`src/design/flr_defines.vh`:
```
// register indices, field positions, reset values and timing counts
// assumes byte address = 4 * index, registers in data lane 0
`ifndef FLR_DEFINES_VH
`define FLR_DEFINES_VH

// register indices (byte address is four times these)
`define FLR_IDX_FAN_DRIVE     10'h056
`define FLR_IDX_FAN_CLK_CFG   10'h058
`define FLR_IDX_FAN_SPEED     10'h059
`define FLR_IDX_FAN_START     10'h05B
`define FLR_IDX_IND_ONE       10'h05D
`define FLR_IDX_IND_TWO       10'h05E
`define FLR_IDX_SCAN_CODE     10'h05F
`define FLR_IDX_PWR_FIRST     10'h060
`define FLR_IDX_PWR_SECOND    10'h061
`define FLR_IDX_SM_STATUS     10'h064
`define FLR_IDX_SM_ENABLE     10'h066

// reset values
`define FLR_RST_FAN_DRIVE     8'h00
`define FLR_RST_FAN_CLK_CFG   8'h10
`define FLR_RST_ZERO          8'h00

// writable bit masks
`define FLR_MASK_FAN_CLK_CFG  8'h35
`define FLR_MASK_IND          8'h03
`define FLR_MASK_PWR_FIRST    8'h01
`define FLR_MASK_PWR_SECOND   8'h1C
`define FLR_MASK_SM           8'h20

// field positions
`define FLR_FAN_FORCE_BIT     0
`define FLR_FAN_SEL_BIT       7
`define FLR_CFG_SRC_BIT       0
`define FLR_CFG_MUL_BIT       2
`define FLR_CFG_DIV_HI        5
`define FLR_CFG_DIV_LO        4
`define FLR_SLEEP_BIT         5

// bus responses
`define FLR_RESP_OKAY         2'h0
`define FLR_RESP_SLVERR       2'h2

// timing
`define FLR_CLK_KHZ           200000
`define FLR_HALF_SEC_MS       500
`define FLR_TACH_BASE_DIV     16'h0010

`endif

```
`src/design/flr_runtime.v`:
```
// fan pwm, tachometer, two indicators, scan hold and power control regs
// assumes an axi4-lite master on clk; tach_in is asynchronous to clk
//
// Decided for this implementation: register access over AXI4-Lite.
`include "flr_defines.vh"

module flr_runtime #(
    parameter [11:0] FAN_DIV_S0_C0  = 12'h3E8,
    parameter [11:0] FAN_DIV_S0_C1  = 12'h7D0,
    parameter [11:0] FAN_DIV_S1_C0  = 12'h1F4,
    parameter [11:0] FAN_DIV_S1_C1  = 12'h0FA,
    parameter [31:0] HALF_SEC_CYC   = `FLR_HALF_SEC_MS * `FLR_CLK_KHZ
) (
    // clock, reset, enable
    input  wire        clk,
    input  wire        sys_rst,
    input  wire        ce,
    // axi4-lite write address
    input  wire [11:0] s_axi_awaddr,
    input  wire        s_axi_awvalid,
    output wire        s_axi_awready,
    // axi4-lite write data
    input  wire [31:0] s_axi_wdata,
    input  wire [3:0]  s_axi_wstrb,
    input  wire        s_axi_wvalid,
    output wire        s_axi_wready,
    // axi4-lite write response
    output reg  [1:0]  s_axi_bresp,
    output reg         s_axi_bvalid,
    input  wire        s_axi_bready,
    // axi4-lite read address
    input  wire [11:0] s_axi_araddr,
    input  wire        s_axi_arvalid,
    output wire        s_axi_arready,
    // axi4-lite read data
    output reg  [31:0] s_axi_rdata,
    output reg  [1:0]  s_axi_rresp,
    output reg         s_axi_rvalid,
    input  wire        s_axi_rready,
    // fan pins
    output reg         fan_out,
    input  wire        tach_in,
    // indicator pins
    output reg  [1:0]  indicator_out,
    // interrupt
    output wire        sys_mgmt_irq
);

    // register file
    reg  [7:0]  fan_drive_r;
    reg  [7:0]  fan_clock_config_r;
    reg  [7:0]  fan_speed_count_r;
    reg  [7:0]  fan_count_start_r;
    reg  [7:0]  indicator_one_control_r;
    reg  [7:0]  indicator_two_control_r;
    reg  [7:0]  scan_code_hold_r;
    reg  [7:0]  power_ctrl_first_r;
    reg  [7:0]  power_ctrl_second_r;
    reg  [7:0]  sys_mgmt_status_seven_r;
    reg  [7:0]  sys_mgmt_enable_seven_r;

    // bus write capture and read decode
    reg         aw_held_r;
    reg  [9:0]  aw_idx_r;
    reg         w_held_r;
    reg  [7:0]  w_data_r;
    reg         w_lane_r;
    wire        wr_fire;
    wire        wr_en;
    reg         wr_hit;
    reg  [7:0]  rd_val;
    reg         rd_hit;
    wire [9:0]  ar_idx;

    // fan pwm
    reg  [11:0] fan_div_cnt_r;
    reg  [11:0] fan_div_lim;
    reg  [11:0] fan_div_sel;
    reg  [5:0]  pwm_cnt_r;
    wire        fan_tick;

    // tachometer
    reg         tach_s1_r;
    reg         tach_s2_r;
    reg         tach_d_r;
    wire        tach_edge;
    reg  [15:0] tach_pre_r;
    reg  [2:0]  tach_scl_r;
    reg  [2:0]  tach_scl_lim;
    reg  [7:0]  tach_cnt_r;
    wire        tach_base_tick;
    wire        tach_tick;

    // indicator time base
    reg  [31:0] half_cnt_r;
    reg  [1:0]  phase_r;
    wire        half_tick;

    // events
    wire        sleep_event;
    wire        preload_wr;
    wire        status_wr;

    // ---------------- axi4-lite slave ----------------
    assign s_axi_awready = ce & ~aw_held_r & ~s_axi_bvalid;
    assign s_axi_wready  = ce & ~w_held_r & ~s_axi_bvalid;
    assign s_axi_arready = ce & ~s_axi_rvalid;
    assign wr_fire       = aw_held_r & w_held_r & ~s_axi_bvalid;
    assign wr_en         = wr_fire & w_lane_r & wr_hit;
    assign ar_idx        = s_axi_araddr[11:2];

    always @*
    begin
        case (aw_idx_r)
            `FLR_IDX_FAN_DRIVE,
            `FLR_IDX_FAN_CLK_CFG,
            `FLR_IDX_FAN_SPEED,
            `FLR_IDX_FAN_START,
            `FLR_IDX_IND_ONE,
            `FLR_IDX_IND_TWO,
            `FLR_IDX_SCAN_CODE,
            `FLR_IDX_PWR_FIRST,
            `FLR_IDX_PWR_SECOND,
            `FLR_IDX_SM_STATUS,
            `FLR_IDX_SM_ENABLE: wr_hit = 1'b1;
            default:            wr_hit = 1'b0;
        endcase
    end

    always @*
    begin
        rd_hit = 1'b1;
        case (ar_idx)
            `FLR_IDX_FAN_DRIVE:   rd_val = fan_drive_r;
            `FLR_IDX_FAN_CLK_CFG: rd_val = fan_clock_config_r;
            `FLR_IDX_FAN_SPEED:   rd_val = fan_speed_count_r;
            `FLR_IDX_FAN_START:   rd_val = fan_count_start_r;
            `FLR_IDX_IND_ONE:     rd_val = indicator_one_control_r;
            `FLR_IDX_IND_TWO:     rd_val = indicator_two_control_r;
            `FLR_IDX_SCAN_CODE:   rd_val = scan_code_hold_r;
            `FLR_IDX_PWR_FIRST:   rd_val = power_ctrl_first_r;
            `FLR_IDX_PWR_SECOND:  rd_val = power_ctrl_second_r;
            `FLR_IDX_SM_STATUS:   rd_val = sys_mgmt_status_seven_r;
            `FLR_IDX_SM_ENABLE:   rd_val = sys_mgmt_enable_seven_r;
            default:
            begin
                rd_val = `FLR_RST_ZERO;
                rd_hit = 1'b0;
            end
        endcase
    end

    always @(posedge clk)
    begin
        if (sys_rst)
        begin
            aw_held_r    <= 1'b0;
            aw_idx_r     <= 10'h000;
            w_held_r     <= 1'b0;
            w_data_r     <= 8'h00;
            w_lane_r     <= 1'b0;
            s_axi_bvalid <= 1'b0;
            s_axi_bresp  <= `FLR_RESP_OKAY;
            s_axi_rvalid <= 1'b0;
            s_axi_rresp  <= `FLR_RESP_OKAY;
            s_axi_rdata  <= 32'h00000000;
        end
        else if (ce)
        begin
            if (s_axi_awvalid && s_axi_awready)
            begin
                aw_held_r <= 1'b1;
                aw_idx_r  <= s_axi_awaddr[11:2];
            end
            if (s_axi_wvalid && s_axi_wready)
            begin
                w_held_r <= 1'b1;
                w_data_r <= s_axi_wdata[7:0];
                w_lane_r <= s_axi_wstrb[0];
            end
            if (wr_fire)
            begin
                aw_held_r    <= 1'b0;
                w_held_r     <= 1'b0;
                s_axi_bvalid <= 1'b1;
                s_axi_bresp  <= wr_hit ? `FLR_RESP_OKAY : `FLR_RESP_SLVERR;
            end
            else if (s_axi_bvalid && s_axi_bready)
                s_axi_bvalid <= 1'b0;
            if (s_axi_arvalid && s_axi_arready)
            begin
                s_axi_rvalid <= 1'b1;
                s_axi_rdata  <= {24'h000000, rd_val};
                s_axi_rresp  <= rd_hit ? `FLR_RESP_OKAY : `FLR_RESP_SLVERR;
            end
            else if (s_axi_rvalid && s_axi_rready)
                s_axi_rvalid <= 1'b0;
        end
    end

    // ---------------- register writes ----------------
    assign preload_wr  = wr_en & (aw_idx_r == `FLR_IDX_FAN_START);
    assign status_wr   = wr_en & (aw_idx_r == `FLR_IDX_SM_STATUS);
    assign sleep_event = wr_en & (aw_idx_r == `FLR_IDX_PWR_SECOND) &
                         w_data_r[`FLR_SLEEP_BIT];

    always @(posedge clk)
    begin
        if (sys_rst)
        begin
            fan_drive_r             <= `FLR_RST_FAN_DRIVE;
            fan_clock_config_r      <= `FLR_RST_FAN_CLK_CFG;
            fan_count_start_r       <= `FLR_RST_ZERO;
            indicator_one_control_r <= `FLR_RST_ZERO;
            indicator_two_control_r <= `FLR_RST_ZERO;
            scan_code_hold_r        <= `FLR_RST_ZERO;
            power_ctrl_first_r      <= `FLR_RST_ZERO;
            power_ctrl_second_r     <= `FLR_RST_ZERO;
            sys_mgmt_enable_seven_r <= `FLR_RST_ZERO;
        end
        else if (ce && wr_en)
        begin
            case (aw_idx_r)
                `FLR_IDX_FAN_DRIVE:
                    fan_drive_r <= w_data_r;
                `FLR_IDX_FAN_CLK_CFG:
                    fan_clock_config_r <= w_data_r & `FLR_MASK_FAN_CLK_CFG;
                `FLR_IDX_FAN_START:
                    fan_count_start_r <= w_data_r;
                `FLR_IDX_IND_ONE:
                    indicator_one_control_r <= w_data_r & `FLR_MASK_IND;
                `FLR_IDX_IND_TWO:
                    indicator_two_control_r <= w_data_r & `FLR_MASK_IND;
                `FLR_IDX_SCAN_CODE:
                    scan_code_hold_r <= w_data_r;
                `FLR_IDX_PWR_FIRST:
                    power_ctrl_first_r <= w_data_r & `FLR_MASK_PWR_FIRST;
                `FLR_IDX_PWR_SECOND:
                    power_ctrl_second_r <= w_data_r & `FLR_MASK_PWR_SECOND;
                `FLR_IDX_SM_ENABLE:
                    sys_mgmt_enable_seven_r <= w_data_r & `FLR_MASK_SM;
                default:
                    fan_drive_r <= fan_drive_r;
            endcase
        end
    end

    // sticky status: the event wins over a same-cycle clear
    always @(posedge clk)
    begin
        if (sys_rst)
            sys_mgmt_status_seven_r <= `FLR_RST_ZERO;
        else if (ce)
            sys_mgmt_status_seven_r <=
                ((sys_mgmt_status_seven_r &
                  ~(status_wr ? w_data_r : 8'h00)) |
                 {2'b00, sleep_event, 5'b00000}) & `FLR_MASK_SM;
    end

    assign sys_mgmt_irq = |(sys_mgmt_status_seven_r &
                            sys_mgmt_enable_seven_r);

    // ---------------- fan pwm ----------------
    always @*
    begin
        case ({fan_drive_r[`FLR_FAN_SEL_BIT],
               fan_clock_config_r[`FLR_CFG_SRC_BIT]})
            2'b00:   fan_div_sel = FAN_DIV_S0_C0;
            2'b01:   fan_div_sel = FAN_DIV_S0_C1;
            2'b10:   fan_div_sel = FAN_DIV_S1_C0;
            default: fan_div_sel = FAN_DIV_S1_C1;
        endcase
        if (fan_clock_config_r[`FLR_CFG_MUL_BIT])
            fan_div_lim = {1'b0, fan_div_sel[11:1]};
        else
            fan_div_lim = fan_div_sel;
    end

    assign fan_tick = (fan_div_cnt_r + 12'h001 >= fan_div_lim);

    always @(posedge clk)
    begin
        if (sys_rst)
        begin
            fan_div_cnt_r <= 12'h000;
            pwm_cnt_r     <= 6'h00;
            fan_out       <= 1'b0;
        end
        else if (ce)
        begin
            fan_div_cnt_r <= fan_tick ? 12'h000 : fan_div_cnt_r + 12'h001;
            if (fan_tick)
                pwm_cnt_r <= pwm_cnt_r + 6'h01;
            if (fan_drive_r[`FLR_FAN_FORCE_BIT])
                fan_out <= 1'b1;
            else
                fan_out <= (pwm_cnt_r < fan_drive_r[6:1]);
        end
    end

    // ---------------- tachometer ----------------
    assign tach_edge      = tach_s2_r & ~tach_d_r;
    assign tach_base_tick = (tach_pre_r + 16'h0001 >= `FLR_TACH_BASE_DIV);
    assign tach_tick      = tach_base_tick && (tach_scl_r == tach_scl_lim);

    always @*
    begin
        case (fan_clock_config_r[`FLR_CFG_DIV_HI:`FLR_CFG_DIV_LO])
            2'b00:   tach_scl_lim = 3'h0;
            2'b01:   tach_scl_lim = 3'h1;
            2'b10:   tach_scl_lim = 3'h3;
            default: tach_scl_lim = 3'h7;
        endcase
    end

    always @(posedge clk)
    begin
        if (sys_rst)
        begin
            tach_s1_r         <= 1'b0;
            tach_s2_r         <= 1'b0;
            tach_d_r          <= 1'b0;
            tach_pre_r        <= 16'h0000;
            tach_scl_r        <= 3'h0;
            tach_cnt_r        <= 8'h00;
            fan_speed_count_r <= 8'h00;
        end
        else if (ce)
        begin
            tach_s1_r <= tach_in;
            tach_s2_r <= tach_s1_r;
            tach_d_r  <= tach_s2_r;
            tach_pre_r <= tach_base_tick ? 16'h0000 : tach_pre_r + 16'h0001;
            if (tach_tick)
                tach_scl_r <= 3'h0;
            else if (tach_base_tick)
                tach_scl_r <= tach_scl_r + 3'h1;
            if (preload_wr)
            begin
                tach_cnt_r <= w_data_r;
                tach_scl_r <= 3'h0;
            end
            else if (tach_edge)
            begin
                fan_speed_count_r <= tach_cnt_r;
                tach_cnt_r        <= fan_count_start_r;
            end
            else if (tach_tick && tach_cnt_r != 8'hFF)
                tach_cnt_r <= tach_cnt_r + 8'h01;
        end
    end

    // ---------------- indicators ----------------
    assign half_tick = (half_cnt_r + 32'h00000001 >= HALF_SEC_CYC);

    always @(posedge clk)
    begin
        if (sys_rst)
        begin
            half_cnt_r <= 32'h00000000;
            phase_r    <= 2'h0;
        end
        else if (ce)
        begin
            half_cnt_r <= half_tick ? 32'h00000000
                                    : half_cnt_r + 32'h00000001;
            if (half_tick)
                phase_r <= phase_r + 2'h1;
        end
    end

    genvar gi;
    generate
        for (gi = 0; gi < 2; gi = gi + 1)
        begin : g_ind
            wire [1:0] mode;
            assign mode = (gi == 0) ? indicator_one_control_r[1:0]
                                    : indicator_two_control_r[1:0];
            always @(posedge clk)
            begin
                if (sys_rst)
                    indicator_out[gi] <= 1'b0;
                else if (ce)
                begin
                    case (mode)
                        2'b00:   indicator_out[gi] <= 1'b0;
                        2'b01:   indicator_out[gi] <= ~phase_r[0];
                        2'b10:   indicator_out[gi] <=
                                     (phase_r == 2'h0);
                        default: indicator_out[gi] <= 1'b1;
                    endcase
                end
            end
        end
    endgenerate

endmodule

```
`config.mk`:
```
export PLATFORM = sky130hd
export DESIGN_NAME = flr_runtime
export DESIGN_NICKNAME = d
export VERILOG_FILES = /design/src/design/flr_runtime.v
export VERILOG_INCLUDE_DIRS = /design/src /design/src/design
export SDC_FILE = /design/constraint.sdc
export NUM_CORES = 1
export LEC_CHECK = 0
export ABC_AREA = 1
export BUFFER_PORTS_ARGS = -buffer_cell sky130_fd_sc_hd__buf_2
export CORE_MARGIN = 1
export CORE_UTILIZATION = 65
export CTS_BUF_LIST = sky130_fd_sc_hd__clkbuf_2 sky130_fd_sc_hd__clkbuf_4 sky130_fd_sc_hd__clkbuf_8
export CTS_CLUSTER_DIAMETER = 80
export DETAILED_ROUTE_END_ITERATION = 10
export HOLD_SLACK_MARGIN = 0.03
export PLACE_DENSITY = 0.88
export RECOVER_POWER = 100
export SETUP_SLACK_MARGIN = 0.5
export SLEW_MARGIN = 20
export SYNTH_ARGS = -nofsm -noshare
export SYNTH_HDL_FRONTEND = slang
export SYNTH_SLANG_ARGS = --single-unit
```
`constraint.sdc`:
```
create_clock -name clk -period 6.17 [get_ports clk]
set_input_delay 1.851 -clock clk [delete_from_list [all_inputs] [get_ports clk]]
set_output_delay 1.851 -clock clk [all_outputs]
set_load 0.02 [all_outputs]
```
; ---- Word level (Yosys, flattened, before mapping)
; Index checks and enable logic that the tools add are counted.
[totals]
register_bits = 166
input_bits = 69
out_inout_bits = 45
wordCells = 175
[classes]
n_addsub = 7
magnitude_cmp = 4
eq_ne = 32
muxes = 29
bitwise_logic = 25
reduce_logical = 44
[ops]
columns = op, n
row1 = $eq 10x7->1 const B, 22
row2 = $pmux 8 s11, 1
row3 = $reduce_and 2->1, 21
row4 = $pmux 11 s3, 1
row5 = $add 32x1->32 const B, 1
row6 = $ge 32x27->1 const B, 1
row7 = $mux 32, 1
row8 = $mux 12, 2
row9 = $mux 8, 3
row10 = $reduce_or 11->1, 2
row11 = $add 16x1->16 const B, 1
row12 = $ge 16x5->1 const B, 1
row13 = $mux 16, 1
row14 = $and 1x1->1, 14
row15 = $add 12x1->12 const B, 1
row16 = $and 6x6->6, 2
row17 = $ge 12x12->1, 1
row18 = $mux 1, 11
row19 = $logic_not 2->1, 5
row20 = $mux 3, 3
row21 = $pmux 3 s3, 1
row22 = $add 8x1->8 const B, 1
row23 = $eq 2x1->1 const B, 4
row24 = $eq 2x2->1 const B, 4
row25 = other kinds (17), 36

; ---- Depth between registers and ports, before layout
[logic_depth]
word_depth = 9
ltp_mapped = 18
ltp_nobuf = 17

; ---- Worst setup path before layout
; Ideal clock, no wire load.
[synth_path]
path_type = input to output
startpoint = in ce
endpoint = out s_axi_awready
arrival_time_ps = 2781
required_ps = 4319
setup_slack_ps = 1538
stages = 5
n_path_buf = 1
cell_sequence = buf_2 -> clkinv_1 -> nor2_1 -> inv_1 -> nor2_1
[synth_via]
elab_chain_len = 2
[synth_lines]
columns = item, line
row1 = from (decl), flr_runtime.v:17  ; input wire ce,
row2 = $and 1x1->1 (2 in a row), flr_runtime.v:105  ; assign s_axi_awready = ce & ~aw_held_r & ~s_axi_bvalid;
row3 = to (decl), flr_runtime.v:21  ; output wire s_axi_awready,
; Every way passes these cells.

; ---- Final worst setup path
[layout_path]
startpoint = in ce
endpoint = out s_axi_arready
[layout_via]
elab_chain_len = 1
[layout_lines]
columns = item, line
row1 = $and 1x1->1, flr_runtime.v:107  ; assign s_axi_arready = ce & ~s_axi_rvalid;
row2 = to (decl), flr_runtime.v:34  ; output wire s_axi_arready,
; Every way passes these cells.

==> metrics.txt <==
DIE HEIGHT 122 µm; sequential cell area 3280 µm²; Data arrival, critical path 3.12 ns; Final Cycle Share 80.6%; IO Port Bufs 56; P_leak 4.19 nW; Top FF cell, synth dfxtp_1; Die W 122 µm; dominant cell type by area after synthesis dfxtp_1; Max Slew Vio Count 143; routability cong. 0.935; routed via count 9126; CORE AREA 14000 µm²; DRC violation count after routing 0; PD cells 202 nW/µm²; fin util 71.3%; Crit Path Category in -> out; Max Freq 201 MHz; clock skew 0.0128 ns; Synth area leaders dfxtp_1 (35%), nand2_1 (14%), nor2_1 (8.1%); CTS clk-pin slew, worst paths 0.08 ns; Synth warnings 0; top cells by count, synth nand2_1 (356), nor2_1 (202), inv_1 (172), dfxtp_1 (164), a21oi_1 (95); Worst VDD drop 0.198 mV; largest net degree at the start of global routing 97; setup TNS 0 ns; Routed wire per std cell 13.4 µm; failing checks max-capacitance violations, max-slew violations; Total Wirelength 22400 µm; RR Startpoint fan_div_cnt_r[0]; count leader, synth nand2_1; multi-input logic area 5130 µm²; Total GRT Usage 31.5%; H-tree depth 4; Synth Instances 1439; RSZ-0062 raised after global routing no; die area 14900 µm²; post-cts sizing count 0; Final setup viols 0; Max-slew headroom -69.0%; Worst setup EP type primary output; Worst Path Required 4.32 ns; CTS Sinks 164; number of global-route vias before repair 8187; HP Start half_cnt_r[31]; Yosys reg bits 164; hpwl dp 16300 µm; first-pass GRT wire length 37400 µm; I/O Pins 114; # hold bufs at CTS 0; register area share after synthesis 34.9%; synthesized cell area 9400 µm²; post-synth cell types 42; Post-synth ARST share 0%; Hold WS 0.453 ns; worst hold-check path type reg -> reg; crit path launch ce; CTS Root Cell clkbuf_8; initial antenna violation count 0; GR Overflow Total 0; Post-DRT Antenna Nets 0; Final #Nets 1576; TritonCTS Buffers 17; Area Overhead vs Synth 6.09%; DRT iter0 DRCs 751; Max clock buf depth 2; filler instances 1231; CP Launch Type primary input; CTS tree built; vias per inst 5.46; Starting Density 67.2%; Slew @ Worst Pin 2.54 ns; drt pass-1 iters 6; Post-synth EDFFs 0; top cell type's share of synthesized area 34.9%; postcts setup bufs 0; share of cells above drive strength 1 6.97%; n_diodes 0; status finished, violations left; endpoints failing hold 0; Post-Syn Area per Cell 6.53 µm²; Worst Path Max Fanout 17; Tmin final 4.97 ns; number of placement rows 43; Max Cap Viol 2; worst-skew pair later-pin latency 0.47 ns
-- metal layers --
metal	wire, µm	track usage [%]	vias up
li1	-	-	4674
met4	743	13.0	0
met1	9840	40.0	4066
met2	10400	52.2	326
met3	1450	5.99	60
met5	0	0	-
-- path summary, 6_finish.rpt --
check	end	slack, ns	cells after the start
setup / recovery	s_axi_arready	1.20	5
hold reg to reg	half_cnt_r[31]	0.45	2
hold / removal	half_cnt_r[31]	0.45	2
setup reg to reg	fan_div_cnt_r[3]	3.02	14
-- cell type report --
cell class              instances  share of cell area [%]
repair buffers                 60                    2.77
clock buffers                  17                    2.35
well taps                     180                    2.26
clock inverters                15                    1.47
flip-flops and latches        164                    32.9
multi-input cells            1057                    51.5
inverters                     179                    6.74
-- sequential cells by signal, indices dropped and copies added, names as in the netlist, 3 cells and up --
| register | cells |
|---|---|
| fan_speed_count_r | 8 |
| tach_cnt_r | 8 |
| half_cnt_r | 32 |
| w_data_r | 8 |
| fan_drive_r | 8 |
| tach_pre_r | 16 |
| aw_idx_r | 10 |
| fan_div_cnt_r | 12 |
| tach_scl_r | 3 |
| scan_code_hold_r | 8 |
| s_axi_rdata | 8 |
| power_ctrl_second_r | 3 |
| pwm_cnt_r | 6 |
| fan_clock_config_r | 4 |
| fan_count_start_r | 8 |
-- through the flow --
| stage | std cells | cell area, µm² | setup WS (ns) | power [W] |
|---|---|---|---|---|
| CTS | 1672 | 10000 | 1.66 | 0.00202 |
| finish | 1672 | 9970 | 1.20 | 0.00201 |
| floorplan | 1464 | 9490 | 1.54 | 0.00125 |
| global placement | 1640 | 9640 | 1.66 | 0.00127 |
| detailed placement | 1640 | 9640 | 1.66 | 0.00128 |
| global route | 1672 | 9970 | 0.909 | 0.00210 |
-- placed cells by master (no fill, tap or decap), types with 2 or more instances in the layout --
cell type / count
nor4_1: 2
xor2_1: 23
nand4_1: 28
nand3b_1: 3
nor2_2: 11
nand2_1: 357
clkinv_1: 3
a21oi_1: 95
nor2_4: 5
clkinv_4: 2
clkbuf_8: 17
clkinvlp_4: 2
nor3_2: 2
ha_1: 28
nand2_2: 5
xnor2_1: 11
dfxtp_1: 164
inv_2: 5
inv_1: 171
o21bai_1: 6
clkinv_2: 3
o221ai_1: 3
o2111ai_1: 2
inv_8: 3
o22ai_1: 10
o211ai_1: 3
nand3_2: 3
nor2_1: 202
nand3_1: 94
o21ai_0: 96
buf_2: 37
nor3_1: 19
conb_1: 26
inv_6: 4
clkbuf_1: 21
a211oi_1: 12
o31ai_1: 4
-- where the power goes --
part | internal, W | switching [W]
Sequential | 0.00108 | 0.0000206
Combinational | 0.0000425 | 0.000114
Clock | 0.000330 | 0.000428
Total | 0.00145 | 0.000563
-- worst max-delay path, cell delays in order --
cell and delay, ns:
buf_2 0.13, clkinv_1 0.06, clkbuf_1 0.75, nor2_1 0.11, buf_2 0.20
-- logic make-up after synthesis --
family / count (synthesis) / share of synthesized area [%]
other cells: 1 / 0.0399
xor+xnor: 34 / 3.17
buf+inv: 243 / 11.2
flops: 164 / 34.9
fa+ha+maj: 28 / 3.73
simple gates: 734 / 33.0
compound gates: 235 / 13.9
No activity file was read; power rests on OpenSTA's default activity.
